$ cat config.mk
export PLATFORM = sky130hd
export DESIGN_NAME = mds_top
export DESIGN_NICKNAME = d
export VERILOG_FILES = /design/src/hw/mds_top.v
export VERILOG_INCLUDE_DIRS = /design/src /design/src/hw
export SDC_FILE = /design/constraint.sdc
export NUM_CORES = 1
export LEC_CHECK = 0
export BUFFER_PORTS_ARGS = -buffer_cell sky130_fd_sc_hd__buf_4
export CAP_MARGIN = 20
export CORE_ASPECT_RATIO = 0.8
export CORE_MARGIN = 2
export CORE_UTILIZATION = 56
export CTS_BUF_LIST = sky130_fd_sc_hd__clkbuf_16
export DETAILED_ROUTE_END_ITERATION = 10
export PLACE_DENSITY = 0.79
export SYNTH_ARGS = -nofsm -noshare
export SYNTH_HDL_FRONTEND = slang
export SYNTH_SLANG_ARGS = --single-unit
$ cat constraint.sdc
create_clock -name pclk -period 2.5 [get_ports pclk]
set_input_delay 0.125 -clock pclk [delete_from_list [all_inputs] [get_ports pclk]]
set_output_delay 0.125 -clock pclk [all_outputs]
set_load 0.01 [all_outputs]
$ cat src/hw/mds_regs.vh
`ifndef MDS_REGS_VH
`define MDS_REGS_VH
// ----------------------------------------------------------------
// register byte offsets
// ----------------------------------------------------------------
`define MDS_OFF_CTRL      12'h000
`define MDS_OFF_DIP_WIN   12'h004
`define MDS_OFF_DIP_DUR   12'h008
`define MDS_OFF_DIP_DLY   12'h00c
`define MDS_OFF_DIP_LVL   12'h010
`define MDS_OFF_AM_CFG    12'h014
`define MDS_OFF_AM1_LVL   12'h018
`define MDS_OFF_AM2_LVL   12'h01c
`define MDS_OFF_PERM      12'h020
`define MDS_OFF_STATUS    12'h024
`define MDS_OFF_AM1_VAL   12'h028
`define MDS_OFF_AM2_VAL   12'h02c
`define MDS_OFF_TMAX      12'h030
// ----------------------------------------------------------------
// ctrl fields
// ----------------------------------------------------------------
`define MDS_CTRL_DIP_EN   0
`define MDS_CTRL_DIP_RCL  1
`define MDS_CTRL_AR_EN    2
`define MDS_CTRL_SRC_VM   3
`define MDS_CTRL_RST      32'h0000_0000
// ----------------------------------------------------------------
// analog module config fields, per module 8 bits at index*8
// ----------------------------------------------------------------
`define MDS_AM_EN         0
`define MDS_AM_TEMP       1
`define MDS_AM_MISS_REAC  2
`define MDS_AM_CFG_RST    32'h0000_0404
// ----------------------------------------------------------------
// scales and timing
// ----------------------------------------------------------------
`define MDS_KELVIN_ZERO_C 16'h0111
`define MDS_ANALOG_FULL   16'h6c00
`define MDS_CLK_HZ        50000000
`define MDS_TICK_MS       1
`define MDS_TICK_CYC      (`MDS_CLK_HZ / 1000 * `MDS_TICK_MS)
`define MDS_RCL_MS        1000
// ----------------------------------------------------------------
// modes
// ----------------------------------------------------------------
`define MDS_MODE_AUTO     3'b001
`define MDS_MODE_FIRST_LOCAL_SETTING     3'b010
`define MDS_MODE_SECOND_LOCAL_SETTING     3'b100
`endif

$ cat src/hw/mds_top.v
`timescale 1ns/100ps
module mds_top
(
  // apb
  input  wire        pclk,
  input  wire        presetn,
  input  wire        psel,
  input  wire        penable,
  input  wire        pwrite,
  input  wire [11:0] paddr,
  input  wire [31:0] pwdata,
  output reg  [31:0] prdata,
  output wire        pready,
  output wire        pslverr,
  // voltage dip sources
  input  wire [15:0] supply_voltage,
  input  wire        ext_low_voltage,
  // motor request and contactor
  input  wire        motor_run_req,
  output reg         contactor_on,
  output reg         dip_active,
  output reg         dip_duration_error,
  output wire        inhibit_low_protection,
  // analog modules: three 16-bit channels each
  input  wire [1:0]  am_present,
  input  wire [47:0] am1_values,
  input  wire [47:0] am2_values,
  output reg  [1:0]  am_missing_fault,
  output reg  [1:0]  am_temp_warn,
  output reg  [1:0]  am_temp_trip,
  // mode selection
  input  wire        bus_fault,
  input  wire        remote_request,
  input  wire        panel_menu_active,
  input  wire [2:0]  multifunction_inputs,
  input  wire [1:0]  force_local_sel,
  // command sources: 0 cyclic bus, 1 di, 2 panel, 3 acyclic bus
  input  wire [3:0]  src_start,
  input  wire [3:0]  src_stop,
  output reg  [2:0]  active_mode,
  output reg         start_cmd,
  output reg         stop_cmd
);
`include "mds_regs.vh"
  // --------------------------------------------------------------
  // registers
  // --------------------------------------------------------------
  reg [31:0] ctrl;
  reg [15:0] win_ms;
  reg [15:0] dur_ms;
  reg [15:0] dly_ms;
  reg [31:0] dip_lvl;
  reg [31:0] am_cfg;
  reg [31:0] am1_lvl;
  reg [31:0] am2_lvl;
  reg [23:0] perm;
  wire       wr_en = psel & penable & pwrite;
  wire       rd_hit;
  assign pready  = 1'b1;
  assign pslverr = psel & penable & ~rd_hit;
  assign rd_hit  = (paddr <= `MDS_OFF_TMAX) && (paddr[1:0] == 2'b00);
  always @(posedge pclk or negedge presetn)
  begin
    if (!presetn)
    begin
      ctrl    <= `MDS_CTRL_RST;
      win_ms  <= 16'h0000;
      dur_ms  <= 16'h0000;
      dly_ms  <= 16'h0000;
      dip_lvl <= 32'h0000_0000;
      am_cfg  <= `MDS_AM_CFG_RST;
      am1_lvl <= 32'hffff_ffff;
      am2_lvl <= 32'hffff_ffff;
      perm    <= 24'h000000;
    end
    else if (wr_en)
    begin
      if (paddr == `MDS_OFF_CTRL)
        ctrl <= pwdata;
      else if (paddr == `MDS_OFF_DIP_WIN)
        win_ms <= pwdata[15:0];
      else if (paddr == `MDS_OFF_DIP_DUR)
        dur_ms <= pwdata[15:0];
      else if (paddr == `MDS_OFF_DIP_DLY)
        dly_ms <= pwdata[15:0];
      else if (paddr == `MDS_OFF_DIP_LVL)
        dip_lvl <= pwdata;
      else if (paddr == `MDS_OFF_AM_CFG)
        am_cfg <= pwdata;
      else if (paddr == `MDS_OFF_AM1_LVL)
        am1_lvl <= pwdata;
      else if (paddr == `MDS_OFF_AM2_LVL)
        am2_lvl <= pwdata;
      else if (paddr == `MDS_OFF_PERM)
        perm <= pwdata[23:0];
    end
  end
  // --------------------------------------------------------------
  // millisecond tick
  // --------------------------------------------------------------
  reg [15:0] tick_cnt;
  reg        tick;
  always @(posedge pclk or negedge presetn)
  begin
    if (!presetn)
    begin
      tick_cnt <= 16'h0000;
      tick     <= 1'b0;
    end
    else if (tick_cnt == `MDS_TICK_CYC - 1)
    begin
      tick_cnt <= 16'h0000;
      tick     <= 1'b1;
    end
    else
    begin
      tick_cnt <= tick_cnt + 16'h0001;
      tick     <= 1'b0;
    end
  end
  // --------------------------------------------------------------
  // dip detection
  // --------------------------------------------------------------
  reg  low_v;
  wire dip_now = ctrl[`MDS_CTRL_SRC_VM] ? low_v : ext_low_voltage;
  always @(posedge pclk or negedge presetn)
  begin
    if (!presetn)
      low_v <= 1'b0;
    else if (!low_v && supply_voltage < dip_lvl[15:0])
      low_v <= 1'b1;
    else if (low_v && supply_voltage >= dip_lvl[31:16])
      low_v <= 1'b0;
  end
  assign inhibit_low_protection = dip_active;
  // --------------------------------------------------------------
  // dip state machine
  // --------------------------------------------------------------
  localparam ST_RUN  = 4'b0001;
  localparam ST_DIP  = 4'b0010;
  localparam ST_OFF  = 4'b0100;
  localparam ST_WAIT = 4'b1000;
  reg  [3:0]  state;
  reg  [15:0] dip_ms;
  reg  [15:0] rest_ms;
  reg  [15:0] since_ms;
  reg         since_valid;
  wire        dip_en  = ctrl[`MDS_CTRL_DIP_EN];
  wire        ar_en   = ctrl[`MDS_CTRL_AR_EN];
  wire        rapid   = ctrl[`MDS_CTRL_DIP_RCL] && since_valid &&
                        since_ms < `MDS_RCL_MS;
  wire        dip_rise = dip_now && !dip_active && dip_en;
  always @(posedge pclk or negedge presetn)
  begin
    if (!presetn)
    begin
      state              <= ST_RUN;
      dip_active         <= 1'b0;
      dip_ms             <= 16'h0000;
      rest_ms            <= 16'h0000;
      since_ms           <= 16'h0000;
      since_valid        <= 1'b0;
      contactor_on       <= 1'b0;
      dip_duration_error <= 1'b0;
    end
    else
    begin
      if (dip_rise)
      begin
        since_ms    <= 16'h0000;
        since_valid <= 1'b1;
      end
      else if (tick && since_valid && since_ms < `MDS_RCL_MS)
        since_ms <= since_ms + 16'h0001;
      if (!motor_run_req)
        dip_duration_error <= 1'b0;
      case (state)
        ST_RUN:
        begin
          contactor_on <= motor_run_req;
          dip_active   <= 1'b0;
          if (dip_rise && motor_run_req)
          begin
            dip_active <= 1'b1;
            dip_ms     <= 16'h0000;
            if (rapid)
            begin
              contactor_on <= 1'b0;
              state        <= ST_OFF;
            end
            else
              state <= ST_DIP;
          end
        end
        ST_DIP, ST_OFF:
        begin
          if (tick && dip_active)
            dip_ms <= dip_ms + 16'h0001;
          if (state == ST_DIP && dip_ms >= win_ms)
          begin
            contactor_on <= 1'b0;
            state        <= ST_OFF;
          end
          if (dip_active && dip_ms >= dur_ms && state == ST_OFF)
            dip_duration_error <= 1'b1;
          if (!dip_now)
          begin
            dip_active <= 1'b0;
            rest_ms    <= 16'h0000;
            if (state == ST_DIP && dip_ms < win_ms)
              state <= ST_RUN;
            else if (dip_active && ar_en && dip_ms < dur_ms &&
                     motor_run_req)
              state <= ST_WAIT;
            // no restart: relay stays off until the request drops
            else if (!motor_run_req)
              state <= ST_RUN;
          end
        end
        ST_WAIT:
        begin
          contactor_on <= 1'b0;
          if (tick)
            rest_ms <= rest_ms + 16'h0001;
          if (!motor_run_req)
            state <= ST_RUN;
          else if (rest_ms >= dly_ms)
            state <= ST_RUN;
        end
        default:
          state <= ST_RUN;
      endcase
    end
  end
  // --------------------------------------------------------------
  // analog modules
  // --------------------------------------------------------------
  function [15:0] max3;
    input [47:0] v;
    reg   [15:0] m;
    begin
      m = (v[15:0] > v[31:16]) ? v[15:0] : v[31:16];
      max3 = (m > v[47:32]) ? m : v[47:32];
    end
  endfunction
  wire [47:0] am_vals [0:1];
  wire [31:0] am_lvls [0:1];
  reg  [15:0] tmax    [0:1];
  assign am_vals[0] = am1_values;
  assign am_vals[1] = am2_values;
  assign am_lvls[0] = am1_lvl;
  assign am_lvls[1] = am2_lvl;
  genvar gi;
  generate
    for (gi = 0; gi < 2; gi = gi + 1)
    begin : g_am
      wire [7:0] cfg  = am_cfg[gi*8 +: 8];
      wire       en   = cfg[`MDS_AM_EN];
      wire       temp = cfg[`MDS_AM_TEMP];
      always @(posedge pclk or negedge presetn)
      begin
        if (!presetn)
        begin
          tmax[gi]             <= 16'h0000;
          am_missing_fault[gi] <= 1'b0;
          am_temp_warn[gi]     <= 1'b0;
          am_temp_trip[gi]     <= 1'b0;
        end
        else
        begin
          tmax[gi] <= max3(am_vals[gi]);
          am_missing_fault[gi] <= en & ~am_present[gi] &
                                  cfg[`MDS_AM_MISS_REAC];
          // channel one levels cover all channels; universal mode
          // only reports raw values
          am_temp_warn[gi] <= en & temp &
                              (tmax[gi] > am_lvls[gi][15:0]);
          am_temp_trip[gi] <= en & temp &
                              (tmax[gi] > am_lvls[gi][31:16]);
        end
      end
    end
  endgenerate
  // --------------------------------------------------------------
  // mode selection and command gating
  // --------------------------------------------------------------
  wire force_local = multifunction_inputs[force_local_sel] &&
                     force_local_sel != 2'b11;
  reg [2:0] next_mode;
  always @*
  begin
    if (bus_fault)
      next_mode = `MDS_MODE_FIRST_LOCAL_SETTING;
    else if (force_local)
      next_mode = `MDS_MODE_SECOND_LOCAL_SETTING;
    else if (remote_request && !panel_menu_active)
      next_mode = `MDS_MODE_AUTO;
    else
      next_mode = `MDS_MODE_FIRST_LOCAL_SETTING;
  end
  // perm: auto [7:0], local 1 [15:8], local 2 [23:16];
  // low nibble start enables, high nibble stop enables
  wire [7:0] sel_perm = (active_mode == `MDS_MODE_AUTO) ? perm[7:0] :
                        (active_mode == `MDS_MODE_SECOND_LOCAL_SETTING) ? perm[23:16] :
                        perm[15:8];
  always @(posedge pclk or negedge presetn)
  begin
    if (!presetn)
    begin
      active_mode <= `MDS_MODE_FIRST_LOCAL_SETTING;
      start_cmd   <= 1'b0;
      stop_cmd    <= 1'b0;
    end
    else
    begin
      active_mode <= next_mode;
      start_cmd   <= |(src_start & sel_perm[3:0]);
      stop_cmd    <= |(src_stop & sel_perm[7:4]);
    end
  end
  // --------------------------------------------------------------
  // read mux
  // --------------------------------------------------------------
  always @*
  begin
    if (paddr == `MDS_OFF_CTRL)
      prdata = ctrl;
    else if (paddr == `MDS_OFF_DIP_WIN)
      prdata = {16'h0000, win_ms};
    else if (paddr == `MDS_OFF_DIP_DUR)
      prdata = {16'h0000, dur_ms};
    else if (paddr == `MDS_OFF_DIP_DLY)
      prdata = {16'h0000, dly_ms};
    else if (paddr == `MDS_OFF_DIP_LVL)
      prdata = dip_lvl;
    else if (paddr == `MDS_OFF_AM_CFG)
      prdata = am_cfg;
    else if (paddr == `MDS_OFF_AM1_LVL)
      prdata = am1_lvl;
    else if (paddr == `MDS_OFF_AM2_LVL)
      prdata = am2_lvl;
    else if (paddr == `MDS_OFF_PERM)
      prdata = {8'h00, perm};
    else if (paddr == `MDS_OFF_STATUS)
      prdata = {16'h0000, active_mode, am_temp_trip, am_temp_warn,
                am_missing_fault, dip_duration_error, dip_active,
                contactor_on, state};
    else if (paddr == `MDS_OFF_AM1_VAL)
      prdata = {16'h0000, am1_values[15:0]};
    else if (paddr == `MDS_OFF_AM2_VAL)
      prdata = {16'h0000, am2_values[15:0]};
    else if (paddr == `MDS_OFF_TMAX)
      prdata = {tmax[1], tmax[0]};
    else
      prdata = 32'h0000_0000;
  end
endmodule // mds_top
==> results of run 1 <==
cells by family (layout without fill, tap and decap cells):
family | count (synthesis) | after routing | share of synthesized area [%]
compound gates | 648 | 649 | 18.1
simple gates | 643 | 645 | 14.0
buf+inv | 350 | 863 | 6.39
flops | 349 | 349 | 39.1
fa+ha+maj | 211 | 211 | 11.7
mux | 183 | 183 | 9.08
xor+xnor | 41 | 41 | 1.59
other cells | 1 | 3 | 0.0166
placed cells by master (no fill, tap or decap), types with 17 or more instances in the layout:
master and n:
sky130_fd_sc_hd__clkbuf_16 38, sky130_fd_sc_hd__o21a_1 22, sky130_fd_sc_hd__buf_12 22, sky130_fd_sc_hd__nand4_1 49, sky130_fd_sc_hd__xnor2_1 24, sky130_fd_sc_hd__nand3_1 32
sky130_fd_sc_hd__o21ai_0 229, sky130_fd_sc_hd__o211ai_1 25, sky130_fd_sc_hd__dlygate4sd3_1 78, sky130_fd_sc_hd__buf_6 23, sky130_fd_sc_hd__mux2_2 137, sky130_fd_sc_hd__a222oi_1 17
sky130_fd_sc_hd__nor2_1 126, sky130_fd_sc_hd__a21oi_1 122, sky130_fd_sc_hd__a21o_1 30, sky130_fd_sc_hd__dfstp_2 68, sky130_fd_sc_hd__nor2b_1 26, sky130_fd_sc_hd__nand2_1 252
sky130_fd_sc_hd__mux2_4 26, sky130_fd_sc_hd__nor3_1 20, sky130_fd_sc_hd__ha_1 172, sky130_fd_sc_hd__mux2i_1 18, sky130_fd_sc_hd__dfrtp_1 281, sky130_fd_sc_hd__buf_4 437
sky130_fd_sc_hd__a31oi_1 17, sky130_fd_sc_hd__a22o_1 17, sky130_fd_sc_hd__inv_1 222, sky130_fd_sc_hd__ha_4 39, sky130_fd_sc_hd__xor2_1 17
state kept, by name, summed over array words and instances, names as in the netlist, 3 cells and up:
signal,count
am1_lvl,32
am2_lvl,32
am_cfg,32
ctrl,32
dip_lvl,32
tmax,32
perm,24
dip_ms,16
dly_ms,16
dur_ms,16
rest_ms,16
since_ms,16
tick_cnt,16
win_ms,16
state,4
active_mode,3
final cells by class:
type | instances | area [µm²] | area share (%)
diodes | 2 | 5.00 | 0.0167
inverters | 230 | 918 | 3.07
clock inverters | 29 | 220 | 0.736
well taps | 536 | 671 | 2.24
flip-flops and latches | 349 | 8820 | 29.5
clock buffers | 38 | 951 | 3.18
multi-input cells | 1730 | 13500 | 45.1
repair buffers | 566 | 4850 | 16.2
synth_stat cells, types with 26 or more instances:
cell type / count
sky130_fd_sc_hd__ha_1: 211
sky130_fd_sc_hd__buf_2: 40
sky130_fd_sc_hd__inv_1: 230
sky130_fd_sc_hd__nor2_1: 131
sky130_fd_sc_hd__dfrtp_1: 281
sky130_fd_sc_hd__nand2_1: 257
sky130_fd_sc_hd__a21o_1: 30
sky130_fd_sc_hd__mux2_2: 163
sky130_fd_sc_hd__o21ai_0: 239
sky130_fd_sc_hd__nor3_1: 26
sky130_fd_sc_hd__nand4_1: 49
sky130_fd_sc_hd__dfstp_2: 68
sky130_fd_sc_hd__a21oi_1: 143
sky130_fd_sc_hd__nor2b_1: 27
sky130_fd_sc_hd__nand3_1: 34
sky130_fd_sc_hd__clkbuf_1: 56
final timing paths:
path	startpoint	to	slack, ns	cells after the start
max in group asynchronous	presetn	am1_lvl[10]$_DFFE_PN1P_	1.52	3
setup / recovery	am1_values[22]	tmax[28]$_DFF_PN0_	-0.46	16
setup reg to reg	active_mode[2]$_DFF_PN0_	stop_cmd$_DFF_PN0_	0.09	7
hold / removal	am2_values[23]	tmax[7]$_DFF_PN0_	0.02	3
min in group asynchronous	presetn	am_cfg[28]$_DFFE_PN0P_	0.18	2
hold reg to reg	since_valid$_DFFE_PN0P_	since_valid$_DFFE_PN0P_	0.47	1
worst max-delay path, cell delays in order:
cell and delay (ns):
sky130_fd_sc_hd__buf_8 0.08, sky130_fd_sc_hd__inv_6 0.03, sky130_fd_sc_hd__ha_4 0.25, sky130_fd_sc_hd__nand4_1 0.23, sky130_fd_sc_hd__nor4_4 0.36, sky130_fd_sc_hd__a22o_4 0.20
sky130_fd_sc_hd__buf_8 0.13, sky130_fd_sc_hd__o32a_1 0.23, sky130_fd_sc_hd__nand2_2 0.10, sky130_fd_sc_hd__ha_4 0.25, sky130_fd_sc_hd__and3_4 0.15, sky130_fd_sc_hd__a2111o_1 0.41
sky130_fd_sc_hd__a221o_1 0.39, sky130_fd_sc_hd__buf_6 0.20, sky130_fd_sc_hd__a21oi_4 0.17, sky130_fd_sc_hd__a31oi_4 0.05
through the flow:
step | cell area, µm² | total power, mW | setup WS, ns
2_1_floorplan | 23000 | 7.24 | -0.905
3_3_place_gp | 26800 | 8.38 | -1.23
3_5_place_dp | 26800 | 8.45 | -1.31
4_1_cts | 29600 | 14.2 | -0.364
5_1_grt | 29900 | 14.9 | -0.606
6_report | 29900 | 14.4 | -0.457
what timing repair did:
item	4_1_cts	5_1_grt
gates cloned	5	0
hold endpoints to repair	311	0
endpoints found under the setup margin	42	43
pin swaps	50	33
buffers inserted	15	10
hold buffers	78	0
gates resized for setup	139	50
where the power goes:
part	switching [mW]	internal [mW]	leakage (nW)	total, mW
registers	0.245	5.79	4.23	6.04
logic	1.49	1.41	9.76	2.89
clock network	2.42	3.08	0.618	5.50
total	4.15	10.3	14.6	14.4
layer usage:
metal	track usage, %	up-vias	wire, µm
met5	0	-	0
met4	14.6	0	3410
met3	11.2	231	9850
met2	59.2	1278	36000
met1	54.7	10700	34700
li1	-	9678	-
==> Implementation_results.wiki, run 1 <==
{| class="wikitable"
! Metric !! Value
|-
| Primary FF master, synth || sky130_fd_sc_hd__dfrtp_1
|-
| Global-route wire length before repair || 127000 µm
|-
| Total number of vias || 21800
|-
| Share of the synthesized area in the top cell type || 31.2%
|-
| Count of warnings emitted by yosys || 0
|-
| Required time of the critical path || 2.90 ns
|-
| Share of the core filled with cells || 75.6%
|-
| Sink count of the clock tree || 349
|-
| Final Non-Filler Cells || 3480
|-
| Total Wirelength || 84000 µm
|-
| Vert. Die Dim || 184 µm
|-
| Fraction of the yosys area taken by sequential cells || 39.1%
|-
| Crit path capture type || flop
|-
| Initial antenna violation count || 1
|-
| Final nets || 3306
|-
| Total count of max-transition violations in the final report || 0
|-
| Total Neg Setup Slack || -12.99 ns
|-
| Die X || 228 µm
|-
| Number of design rule violations left after detail routing || 0
|-
| CTS Buf Count || 37
|-
| Cell taking the most area after synthesis || sky130_fd_sc_hd__dfrtp_1
|-
| Biggest area contributors in the synthesized netlist || sky130_fd_sc_hd__dfrtp_1, sky130_fd_sc_hd__ha_1, sky130_fd_sc_hd__mux2_2
|-
| First-iteration detailed-routing DRC count || 2714
|-
| Final hold violation count || 0
|-
| Worst IR Drop VDD || 0.476 mV
|-
| Pwr per Cell Area || 482 nW/µm²
|-
| Relative area change from synthesis to final layout || 32.7%
|-
| Number of H-tree branching levels || 2
|-
| Clk slew on worst S/H paths || 0.06 ns
|-
| Post-synth EDFFs || 0
|-
| Post-synthesis instance area || 22600 µm²
|-
| Via count of the first global-routing pass || 21700
|-
| Number of synthesized register bits || 349
|-
| Detailed-router iteration count before antenna repair || 9
|-
| Portion of the clock cycle consumed by the worst path in the final layout || 118%
|-
| Area of the die || 41900 µm²
|-
| Critical-path maximum fanout || 8
|-
| Mean post-synth cell area || 9.30 µm²
|-
| Clock tree from TritonCTS || built
|-
| Maximum clock skew at final layout || 0.0203 ns
|-
| Fin worst setup slack || -0.457 ns
|-
| Result of the run || finished with violations
|-
| Highest clock rate || 338 MHz
|-
| Initial core utilization || 57.0%
|-
| Min-Delay Path Class || in2reg
|-
| Post-synthesis async set-or-reset flop share || 100%
|-
| Routability cong. || 1.01
|-
| Share of cells above drive strength 1 || 31.7%
|-
| Clock Latency Late Sink || 0.55 ns
|-
| Class of the most critical setup path || in2reg
|-
| Core area || 39600 µm²
|-
| Violations in the final reports || setup timing
|-
| Maximum buffer depth of the clock tree || 3
|-
| CTS root buffer || sky130_fd_sc_hd__clkbuf_16
|-
| Final hold slack || 0.0188 ns
|-
| Leak pwr || 14.6 nW
|-
| Total nets after synthesis || 2818
|-
| Number of setup violations in the final report || 34
|-
| Mean number of vias per cell || 6.28
|-
| Worst Setup Start Kind || input port
|-
| Slew margin rel. || 54.7%
|-
| I/O pin count || 230
|-
| Wire length per cell || 24.1 µm
|-
| Least-Margin Pin Slew || 0.672 ns
|-
| Number of I/O port buffers || 228
|-
| Total overflow reported by the global router || 0
|-
| Placement row count || 65
|-
| Largest net degree at the start of global routing || 72
|-
| Min Clock Period, post-route || 2.96 ns
|-
| # placed instances || 3305
|-
| Setup repair after global routing missed its margin || true
|-
| Placed wire-length estimate after detailed placement || 62700 µm
|-
| Number of instances in the synthesized netlist || 2426
|-
| Worst path arrival time || 3.36 ns
|-
| Cell variety after synth || 78
|-
| Total global routing track utilization || 39.5%
|-
| Number of fill cells || 2678
|-
| Max cap viols || 0
|-
| ANT nets after route || 0
|}
No activity file was read; power rests on OpenSTA's default activity.
==> run 2: changes to the inputs <==
BUFFER_PORTS_ARGS = default   (was -buffer_cell sky130_fd_sc_hd__buf_4)
CORE_UTILIZATION = 60   (was 56)
DONT_BUFFER_PORTS = 1   (was default)
==> Implementation_results.wiki, run 2 (synthesized netlist as in run 1, its figures left out) <==
{| class="wikitable"
! Metric !! Value
|-
| Result of the run || finished with violations
|-
| Violations in the final reports || hold timing, setup timing
|-
| Total global routing track utilization || 40.5% (+1.0 points)
|-
| Final nets || 3078 (-6.9%)
|-
| Highest clock rate || 348 MHz (+3.0%)
|-
| Worst r2r path cells || 7 (unchanged)
|-
| Die X || 221 µm (-3.3%)
|-
| Total power || 13.9 mW (-3.7%)
|-
| Clock tree from TritonCTS || built
|-
| Start point of the critical path || am2_values[31]
|-
| ANT nets after route || 0 (unchanged)
|-
| Pwr per Cell Area || 497 nW/µm² (+3.2%)
|-
| Final Non-Filler Cells || 3208 (-7.8%)
|-
| Placed instance area || 24600 µm² (-8.4%)
|-
| Fin worst setup slack || -0.370 ns (+0.0872 ns)
|-
| Number of I/O port buffers || 0 (-100%)
|-
| Least-Margin Pin Slew || 0.945 ns (+0.273 ns)
|-
| Total number of vias || 21200 (-2.8%)
|-
| Initial antenna violation count || 5 (+4)
|-
| Area of the die || 39200 µm² (-6.5%)
|-
| Min Clock Period, post-route || 2.87 ns (-0.0872 ns)
|-
| Worst Setup Start Kind || input port
|-
| Mean number of vias per cell || 6.62 (+5.4%)
|-
| Global-route wire length before repair || 123000 µm (-3.4%)
|-
| Min-Delay Path Class || in2async
|-
| Required time of the critical path || 2.93 ns (+0.03 ns)
|-
| Maximum clock skew at final layout || 0.0228 ns (+0.00256 ns)
|-
| Clk slew on worst S/H paths || 0.06 ns (about the same)
|-
| Sink count of the clock tree || 349 (unchanged)
|-
| Total overflow reported by the global router || 0 (unchanged)
|-
| Share of cells above drive strength 1 || 23.7% (-8.1 points)
|-
| Reg2reg end || state[3]$_DFFE_PN0P_
|-
| Worst r2r src || dip_ms[2]$_DFFE_PN0P_
|-
| Crit path capture type || flop
|-
| Placement row count || 63 (-3.1%)
|-
| Relative area change from synthesis to final layout || 23.8%
|-
| Maximum buffer depth of the clock tree || 3 (unchanged)
|-
| Worst IR Drop VDD || 0.514 mV (+7.9%)
|-
| Largest net degree at the start of global routing || 350 (+390%)
|-
| # placed instances || 2978 (-9.9%)
|-
| First-iteration detailed-routing DRC count || 2809 (+3.5%)
|-
| Portion of the clock cycle consumed by the worst path in the final layout || 115% (-3.5 points)
|-
| Leak pwr || 13.3 nW (-8.7%)
|-
| Number of fill cells || 2496 (-6.8%)
|-
| Core area || 37000 µm² (-6.5%)
|-
| Top library cells by usage in the layout, fill and taps aside || sky130_fd_sc_hd__dfrtp_1, sky130_fd_sc_hd__nand2_1, sky130_fd_sc_hd__o21ai_0, sky130_fd_sc_hd__inv_1, sky130_fd_sc_hd__buf_4
|-
| Detailed-router iteration count before antenna repair || 7 (-2)
|-
| I/O pin count || 230 (unchanged)
|-
| CTS Buf Count || 37 (unchanged)
|-
| Placed wire-length estimate after detailed placement || 57900 µm (-7.6%)
|-
| CP endpoint || tmax[15]$_DFF_PN0_
|-
| Clock Latency Late Sink || 0.55 ns (about the same)
|-
| Most common cell after layout, fill and taps aside || sky130_fd_sc_hd__dfrtp_1
|-
| Setup repair after global routing missed its margin || true
|-
| Initial core utilization || 60.9% (+3.9 points)
|-
| Total Neg Setup Slack || -9.07 ns (+3.92 ns)
|-
| Number of setup violations in the final report || 34 (unchanged)
|-
| Worst path arrival time || 3.30 ns (-0.06 ns)
|-
| Final hold violation count || 350 (+350)
|-
| Number of H-tree branching levels || 2 (unchanged)
|-
| Max cap viols || 0 (unchanged)
|-
| Wire length per cell || 25.5 µm (+5.7%)
|-
| Post-route cell area || 27900 µm² (-6.7%)
|-
| Final hold slack || -0.724 ns (-0.742 ns)
|-
| Vert. Die Dim || 177 µm (-3.3%)
|-
| Slew margin rel. || 37.0% (-18 points)
|-
| Post-Place Worst Slack || -1.04 ns (+0.271 ns)
|-
| Class of the most critical setup path || in2reg
|-
| Critical-path maximum fanout || 8 (unchanged)
|-
| Share of the core filled with cells || 75.4% (-0.18 points)
|-
| Routability cong. || 0.980 (-2.7%)
|-
| Number of design rule violations left after detail routing || 0 (unchanged)
|-
| CTS root buffer || sky130_fd_sc_hd__clkbuf_16
|-
| Total Wirelength || 81900 µm (-2.5%)
|-
| Total count of max-transition violations in the final report || 0 (unchanged)
|-
| Via count of the first global-routing pass || 20800 (-4.1%)
|-
| Register-to-register setup slack || 0.06 ns (-0.03 ns)
|}
==> run 2: changes by cell type in the layout (fill, tap and decap cells not counted), sizes merged <==
cell	previous run	this run
buf	488	210
dlygate4sd3	78	129
diode	2	7
inv	244	239
clkinv	11	14
a21oi	144	143
clkbuf	38	39
clkinvlp	1	2
==> run 2: final cells by class <==
cell class	instances	area, µm²	area share, %
Inverter	230	932	3.34
Sequential cell	349	8820	31.6
Clock inverter	28	199	0.712
Timing Repair Buffer	339	3070	11.0
Multi-Input combinational cell	1729	13300	47.6
Tap cell	487	609	2.18
Clock buffer	39	976	3.49
Antenna cell	7	17.5	0.0627
==> run 2: worst min path at each step <==
| stage | to | slack [ns] | depth (start not counted) |
|---|---|---|---|
| 6_report | am_cfg[25]$_DFFE_PN0P_ | -0.72 | 0 |
| 5_1_grt | ctrl[28]$_DFFE_PN0P_ | -0.73 | 0 |
| 4_1_cts | tmax[3]$_DFF_PN0_ | -0.73 | 0 |
| 3_5_place_dp | ctrl[29]$_DFFE_PN0P_ | -0.16 | 0 |
| 3_3_place_gp | ctrl[29]$_DFFE_PN0P_ | -0.16 | 0 |
| 2_1_floorplan | active_mode[0]$_DFF_PN0_ | -0.17 | 0 |
==> run 2: routing by layer <==
metal	vias up	wire (µm)	GRT usage (%)
li1	9244	-	-
met1	10400	32000	53.7
met2	1312	35100	62.0
met3	292	10400	12.2
met4	4	4290	17.2
met5	-	31	0.620
==> run 2: timing repair <==
action / CTS / global route
setup endpoints to repair: 41 / 45
hold endpoints to repair: 626 / 352
hold buffers: 126 / 5
setup buffers: 7 / 12
pin swaps: 33 / 37
resized for setup: 96 / 50
gates cloned: 4 / 3
==> run 2: power by group <==
part	internal, mW	total (mW)	switching [mW]
sequential	5.79	6.04	0.244
clock	3.13	5.50	2.38
combinational	1.19	2.35	1.16
==> run 2: critical path: stages <==
cell and delay (ns):
sky130_fd_sc_hd__inv_8 0.01, sky130_fd_sc_hd__ha_4 0.24, sky130_fd_sc_hd__nand4_1 0.23, sky130_fd_sc_hd__a211oi_2 0.23, sky130_fd_sc_hd__o21ai_2 0.10, sky130_fd_sc_hd__a31oi_4 0.17
sky130_fd_sc_hd__buf_6 0.14, sky130_fd_sc_hd__buf_8 0.13, sky130_fd_sc_hd__mux2_4 0.33, sky130_fd_sc_hd__ha_4 0.27, sky130_fd_sc_hd__and4_4 0.22, sky130_fd_sc_hd__nand3_4 0.10
sky130_fd_sc_hd__a211oi_4 0.23, sky130_fd_sc_hd__nor4_4 0.08, sky130_fd_sc_hd__nor2_4 0.19, sky130_fd_sc_hd__buf_12 0.17, sky130_fd_sc_hd__mux2_4 0.30
